## src/core/plfc_pkg.sv

```systemverilog
package plfc_pkg;
   // ----------------------------------------
   // Register map
   // ----------------------------------------
   localparam logic [7:0] PLFC_SERIES_OFF = 8'h5b;
   localparam logic [7:0] PLFC_SHUNT_OFF = 8'h5c;
   localparam logic [7:0] PLFC_PARALLEL_OFF = 8'h5d;
   // Offsets are register indices; byte address is four times the index
   localparam int PLFC_ADR_W = 10;
   localparam int PLFC_NREG = 3;
   // ----------------------------------------
   // Field layout
   // ----------------------------------------
   localparam int PLFC_SEL_LSB = 0;
   localparam int PLFC_SEL_W = 5;
   localparam int PLFC_TRIM_LSB = 5;
   localparam int PLFC_TRIM_W = 2;
   localparam int PLFC_UNIMP_BIT = 7;
   // ----------------------------------------
   // Reset values
   // ----------------------------------------
   localparam logic [4:0] PLFC_SEL_RST = 5'h07;
   localparam logic [1:0] PLFC_TRIM_RST = 2'h1;
   localparam logic [7:0] PLFC_REG_RST = 8'h27;
   localparam logic [31:0] PLFC_UNMAPPED_DATA = 32'h0000_0000;

   typedef logic [PLFC_SEL_W-1:0] plfc_sel_t;
   typedef logic [PLFC_TRIM_W-1:0] plfc_trim_t;
endpackage

```

## src/core/plfc_reg_if.sv

```systemverilog
interface plfc_reg_if;
   import plfc_pkg::*;
   logic [PLFC_NREG-1:0] wr_stb;
   logic [7:0] wr_data;
   plfc_sel_t sel [PLFC_NREG];
   plfc_trim_t trim [PLFC_NREG];
   modport ctrl (output wr_stb, output wr_data, input sel, input trim);
   modport store (input wr_stb, input wr_data, output sel, output trim);
endinterface

```

## src/core/plfc_cap_store.sv

```systemverilog
module plfc_cap_store
   import plfc_pkg::*;
(
   // Clock and reset
   input wire logic clock_in,
   input wire logic rst_b_in,
   // Register port
   plfc_reg_if.store rif
);
   typedef struct packed {
      plfc_sel_t [PLFC_NREG-1:0] sel;
      plfc_trim_t [PLFC_NREG-1:0] trim;
   } plfc_store_s;

   plfc_store_s st_r;
   plfc_store_s st_nxt;

   always_comb begin
      st_nxt = st_r;
      for (int i = 0; i < PLFC_NREG; i++) begin
         if (rif.wr_stb[i]) begin
            // Bit 7 of the write data is dropped: no storage behind it
            st_nxt.sel[i] = rif.wr_data[PLFC_SEL_LSB +: PLFC_SEL_W];
            // Trim bits keep what software writes; software restores the default
            st_nxt.trim[i] = rif.wr_data[PLFC_TRIM_LSB +: PLFC_TRIM_W];
         end
      end
   end

   always_ff @(posedge clock_in or negedge rst_b_in) begin
      if (!rst_b_in) begin
         for (int i = 0; i < PLFC_NREG; i++) begin
            st_r.sel[i] <= PLFC_SEL_RST;
            st_r.trim[i] <= PLFC_TRIM_RST;
         end
      end else begin
         st_r <= st_nxt;
      end
   end

   genvar g;
   generate
      for (g = 0; g < PLFC_NREG; g++) begin : g_out
         assign rif.sel[g] = st_r.sel[g];
         assign rif.trim[g] = st_r.trim[g];
      end
   endgenerate
endmodule

```

## src/core/plfc_regs.sv

```systemverilog
// Notes on behaviour
// - Bit 7 of each capacitor register has no storage, reads zero, ignores writes.
// - Series capacitor register: read/write 5-bit select in bits 4-0, reset 00111.
// - Shunt capacitor register: read/write 5-bit select in bits 4-0, reset 00111.
// - Parallel capacitor register: read/write 5-bit select in bits 4-0, reset 00111.
// - Select code is unsigned; zero is minimum, all ones maximum, linear between.
//
// Local design decision: register access over Wishbone.
module plfc_regs
   import plfc_pkg::*;
(
   // Clock and reset
   input wire logic clock_in,
   input wire logic rst_b_in,
   // Wishbone slave
   input wire logic wb_cyc_in,
   input wire logic wb_stb_in,
   input wire logic wb_we_in,
   input wire logic [PLFC_ADR_W-1:0] wb_adr_in,
   input wire logic [3:0] wb_sel_in,
   input wire logic [31:0] wb_dat_in,
   output logic [31:0] wb_dat_out,
   output logic wb_ack_out,
   // Capacitor selections to the analog loop filter
   output plfc_pkg::plfc_sel_t series_cap_select_out,
   output plfc_pkg::plfc_sel_t shunt_cap_select_out,
   output plfc_pkg::plfc_sel_t parallel_cap_select_out
);
   import plfc_pkg::*;

   // ----------------------------------------
   // Decode
   // ----------------------------------------
   // Returns a one-hot register hit; zero for an unmapped word
   function automatic logic [PLFC_NREG-1:0] plfc_decode(input logic [PLFC_ADR_W-1:0] adr);
      logic [PLFC_NREG-1:0] hit;
      hit = '0;
      if (adr[1:0] == 2'h0) begin
         hit[0] = (adr[PLFC_ADR_W-1:2] == PLFC_SERIES_OFF);
         hit[1] = (adr[PLFC_ADR_W-1:2] == PLFC_SHUNT_OFF);
         hit[2] = (adr[PLFC_ADR_W-1:2] == PLFC_PARALLEL_OFF);
      end
      return hit;
   endfunction

   // Packs a register for reading; bit 7 has no storage and reads zero
   function automatic logic [31:0] plfc_read_word(input plfc_trim_t trim, input plfc_sel_t sel);
      return {24'h00_0000, 1'b0, trim, sel};
   endfunction

   // ----------------------------------------
   // State
   // ----------------------------------------
   typedef struct packed {
      logic ack;
      logic [31:0] dat;
      plfc_sel_t series;
      plfc_sel_t shunt;
      plfc_sel_t parallel;
   } plfc_bus_s;

   plfc_bus_s st_r;
   plfc_bus_s st_nxt;
   plfc_reg_if rif ();
   logic req;
   logic [PLFC_NREG-1:0] hit;

   // ----------------------------------------
   // Capacitor store
   // ----------------------------------------
   plfc_cap_store u_store (
      .clock_in(clock_in),
      .rst_b_in(rst_b_in),
      .rif(rif)
   );

   // ----------------------------------------
   // Bus response
   // ----------------------------------------
   // Ack in the cycle after the request and drop it for one cycle, so a held request is taken once
   assign req = wb_cyc_in && wb_stb_in && !st_r.ack;
   assign hit = plfc_decode(wb_adr_in);
   // Only byte lane 0 carries register data; other lanes are ignored
   assign rif.wr_stb = (req && wb_we_in && wb_sel_in[0]) ? hit : '0;
   assign rif.wr_data = wb_dat_in[7:0];

   always_comb begin
      st_nxt = st_r;
      st_nxt.ack = req;
      st_nxt.dat = PLFC_UNMAPPED_DATA;
      if (req && !wb_we_in) begin
         for (int i = 0; i < PLFC_NREG; i++) begin
            if (hit[i]) begin
               // Bit 7 and upper lanes read zero
               st_nxt.dat = plfc_read_word(rif.trim[i], rif.sel[i]);
            end
         end
      end
      // Codes pass straight to the filter as unsigned linear selections
      st_nxt.series = rif.sel[0];
      st_nxt.shunt = rif.sel[1];
      st_nxt.parallel = rif.sel[2];
   end

   // ----------------------------------------
   // Registers
   // ----------------------------------------
   always_ff @(posedge clock_in or negedge rst_b_in) begin
      if (!rst_b_in) begin
         st_r.ack <= 1'b0;
         st_r.dat <= PLFC_UNMAPPED_DATA;
         st_r.series <= PLFC_SEL_RST;
         st_r.shunt <= PLFC_SEL_RST;
         st_r.parallel <= PLFC_SEL_RST;
      end else begin
         st_r <= st_nxt;
      end
   end

   // ----------------------------------------
   // Outputs
   // ----------------------------------------
   // Every output is a flop of the state struct, so the filter never sees decode glitches
   assign wb_ack_out = st_r.ack;
   assign wb_dat_out = st_r.dat;
   assign series_cap_select_out = st_r.series;
   assign shunt_cap_select_out = st_r.shunt;
   assign parallel_cap_select_out = st_r.parallel;
endmodule

```

## config.mk

```make
export PLATFORM = sky130hd
export DESIGN_NAME = plfc_regs
export DESIGN_NICKNAME = d
export VERILOG_FILES = /design/src/core/plfc_pkg.sv /design/src/core/plfc_reg_if.sv /design/src/core/plfc_cap_store.sv /design/src/core/plfc_regs.sv
export SDC_FILE = /design/constraint.sdc
export NUM_CORES = 1
export LEC_CHECK = 0
export BUFFER_PORTS_ARGS = -buffer_cell sky130_fd_sc_hd__buf_2
export CAP_MARGIN = 20
export CORE_MARGIN = 4
export CORE_UTILIZATION = 45
export CTS_CLUSTER_SIZE = 40
export DETAILED_ROUTE_END_ITERATION = 6
export PLACE_DENSITY = 0.83
export SLEW_MARGIN = 0
export SYNTH_ARGS = -nofsm -noshare
export SYNTH_HDL_FRONTEND = slang
export SYNTH_SLANG_ARGS = --single-unit
```

## constraint.sdc

```tcl
create_clock -name clock_in -period 2 [get_ports clock_in]
set_input_delay 0.6 -clock clock_in [delete_from_list [all_inputs] [get_ports clock_in]]
set_output_delay 0.6 -clock clock_in [all_outputs]
set_load 0.005 [all_outputs]
```

==> results.md <==
* Max Fanout on Critical Path at 4
* Later-pin clock latency in the skew report at 290 ps
* GRT Total Usage at 14.1%
* Slowest Stage Delay on Critical Path at 460 ps
* Maximum number of pins on one net before global-route repair at 45
* Final slew viol count at 0
* Total of cells resized after clock tree synthesis at 0
* # clock sinks at 44
* CTS H-Tree Depth at 2
* Total clock buffers created by CTS at 5
* Routed wl met3 at 301 µm
* Synthesis Warnings at 0
* Total of buffers placed on input and output ports at 45
* Cell Count Post-Placement at 248
* Net count reported at finish at 256
* Detailed-route wire length per cell at 14.2 µm
* Leftover overflow at the end of global routing at 0
* CTS tree: built
* Part of the power in registers at 54.1%
* Count of flip-flops with a built-in enable after synthesis at 0
* Initial core utilization at 48.3%
* Clock share of power at 39.5%
* Syn Inst Count at 146
* Part of the power in combinational logic at 6.4%
* Slew headroom at 64.3%
* Slew at the pin closest to its max-slew limit at 535 ps
* Cell area after synthesis at 0.00200 mm²
* Worst-case vdd ir drop at 0.266 mV
* Static Leak at 0.00122 µW
* DP Area at 0.00226 mm²
* Worst Path Required at 2170 ps
* Number of standard cells in the layout, taps in and fillers out at 256
* Status: finished clean
* Final critical path time including I/O delays and setup at 1890 ps
* Clock-pin slew on the worst setup and hold paths at 80 ps
* NetSw at 348 µW
* Ant. Diodes at 0
* Number of setup violations in the final report at 0
* Net switching share of the total power at 21.1%
* Last weighted congestion value of the routability-driven placer at 0.794
* Fraction of layout cells with a size suffix above 1 at 57.8%
* Count of TritonRoute iterations in the first routing pass at 4
* Buffer levels on the longest clock path at 2
* Total via count after detailed routing at 1,250
* Cell occurring most often along the worst timing path: sky130_fd_sc_hd__buf_4
* Cell-by-cell listing of the critical path: buf_2 > or3b_1 > buf_4 > nor4_4 > buf_4 > mux2_2
* Critical path endpoint category: register
* Cell chosen for the clock root: sky130_fd_sc_hd__clkbuf_8
* Number of antenna violations at the first check in global routing at 0
* Kind of critical path: primary input to register
* Post-CTS repair timing setup buffer count at 0
* Data arrival, critical path at 2070 ps
* Average instance area after synthesis at 13.7 µm²
* Cell at the slowest stage of the critical path: sky130_fd_sc_hd__or3b_1
* Synth-to-Final Area Change at 18.2%
* Internal Dissipation at 1310 µW
* Highest metal layer with signal wires: met4
* Proportion of register bits with asynchronous set or reset after synthesis at 100%
* DRT met1 WL at 1390 µm
* Leading cell types in the layout, fill and taps excluded: sky130_fd_sc_hd__buf_2 (45), sky130_fd_sc_hd__conb_1 (25), sky130_fd_sc_hd__dfrtp_1 (23), sky130_fd_sc_hd__mux2_2 (21), sky130_fd_sc_hd__dfstp_2 (21)
* Hold Slack at 371 ps
* Final std cell area, no fill at 0.00236 mm²
* Remaining routing DRC violations at 0
* Vias in the first global route at 1,302
* Final period util at 94.7%
* Vias per cell at 4.88
* Fillcell total at 356
* Power density over the cells at 700 mW/mm²
* Met2 WL at 1870 µm
* Number of flip-flops and latches in the synthesized netlist at 44
* Sequential cell area fraction in the yosys report at 56.3%
* Post-cts hold buffer count at 0
* Count of pins on the block boundary at 99
* Final hold violation count at 0
* Die Span X at 74.7 µm
* Overall routed net length at 3630 µm
* Ys flop type: sky130_fd_sc_hd__dfrtp_1
* Area of the die at 0.00558 mm²
* Max Fclk at 528 MHz
* Remaining antenna violation count after routing at 0
* Unrepaired setup endpoints after global routing: false
* First-pass GRT wire length at 5960 µm
* Sum of net half-perimeters after detailed placement at 2710 µm
* Die boundary height at 74.7 µm
* Layout Skew at 8.35 ps
* Sum Neg Setup Slack at 0 ps
* Class of the worst hold path: primary input to asynchronous set/reset pin
* Number of unique standard cell types used by synthesis at 20
* Overall power after layout at 1660 µW
* Total of max-cap violations at 0
* CP Launch Type: primary input
* Commonest non-fill, non-tap cell in the layout: sky130_fd_sc_hd__buf_2
* Placeable Area at 0.00414 mm²
* Cell row count at 23
* Count of routing violations after the opening detailed-route iteration at 44
worst paths after layout:
| path | startpoint | to | slack, ps | depth (start not counted) |
|---|---|---|---|---|
| worst max-delay path | wb_adr_in[7] | u_store.rif.sel[13] | 110 | 6 |
| max in group asynchronous | rst_b_in | u_store.rif.trim[4] | 1240 | 2 |
| worst max register to register | wb_ack_out | u_store.rif.sel[8] | 380 | 4 |
| worst min-delay path | rst_b_in | u_store.rif.sel[4] | 370 | 2 |
| worst min register to register | u_store.rif.sel[11] | series_cap_select_out[1] | 370 | 0 |
| min in group clock_in | u_store.rif.sel[11] | series_cap_select_out[1] | 370 | 0 |
power groups by stage:
stage	Sequential [µW]	Combinational, µW	Clock, µW
after floorplan	912	79.9	0
after global placement	911	104	0
after detailed placement	912	106	0
after CTS	896	106	674
after global routing	896	120	720
final	896	106	653
cell families after synthesis:
| family | share of synthesized area (%) |
|---|---|
| other | 0.187 |
| AND/OR/NAND/NOR | 14.3 |
| AO/OA/AOI/OAI | 6.13 |
| buffers and inverters | 11.3 |
| flip-flops | 56.3 |
| multiplexers | 11.8 |
Yosys cell counts (2+ instances only):
master	n	area, µm²
sky130_fd_sc_hd__buf_4	25	188
sky130_fd_sc_hd__dfrtp_1	23	576
sky130_fd_sc_hd__dfstp_2	21	552
sky130_fd_sc_hd__mux2_2	21	236
sky130_fd_sc_hd__and3b_1	8	70.1
sky130_fd_sc_hd__a211oi_2	7	87.6
sky130_fd_sc_hd__nand2_1	7	26.3
sky130_fd_sc_hd__nor2_1	7	26.3
sky130_fd_sc_hd__o21ai_0	7	35.0
sky130_fd_sc_hd__clkbuf_1	4	15.0
sky130_fd_sc_hd__nand4b_1	4	35.0
sky130_fd_sc_hd__nor4_4	3	63.8
sky130_fd_sc_hd__buf_6	2	22.5
sequential cells by signal, indices dropped and copies added (netlist names):
name and cells:
u_store.rif.sel 15, wb_ack_out 1, parallel_cap_select_out 5, wb_dat_out 7, shunt_cap_select_out 5, series_cap_select_out 5, u_store.rif.trim 6
per-stage QoR:
stage                     worst slack [ps]  utilization (%)
after floorplan                      -32.5                -
after global placement                -127             54.5
after detailed placement              -175             54.5
after CTS                              111             57.1
after global routing                  77.5             57.1
final                                  105             57.1
cell type report:
cell class                      instances  area, µm²  share of cell area (%)
Clock buffer                            7       76.3                    3.23
Clock inverter                          1       30.0                    1.27
Multi-Input combinational cell         95        738                    31.2
Sequential cell                        44       1130                    47.7
Tap cell                               50       62.6                    2.65
Timing Repair Buffer                   59        330                    14.0
metal layers:
metal	vias up	track usage, %
met5	-	0
met4	0	5.14
met3	10	4.67
met2	48	24.5
met1	612	16.4
li1	580	-
critical path: cells and delay by family:
kind	cells	cell delay, ps
multiplexers	1	330
AND/OR/NAND/NOR	2	650
buffers and inverters	3	480
(Power assumes the default switching activity.)
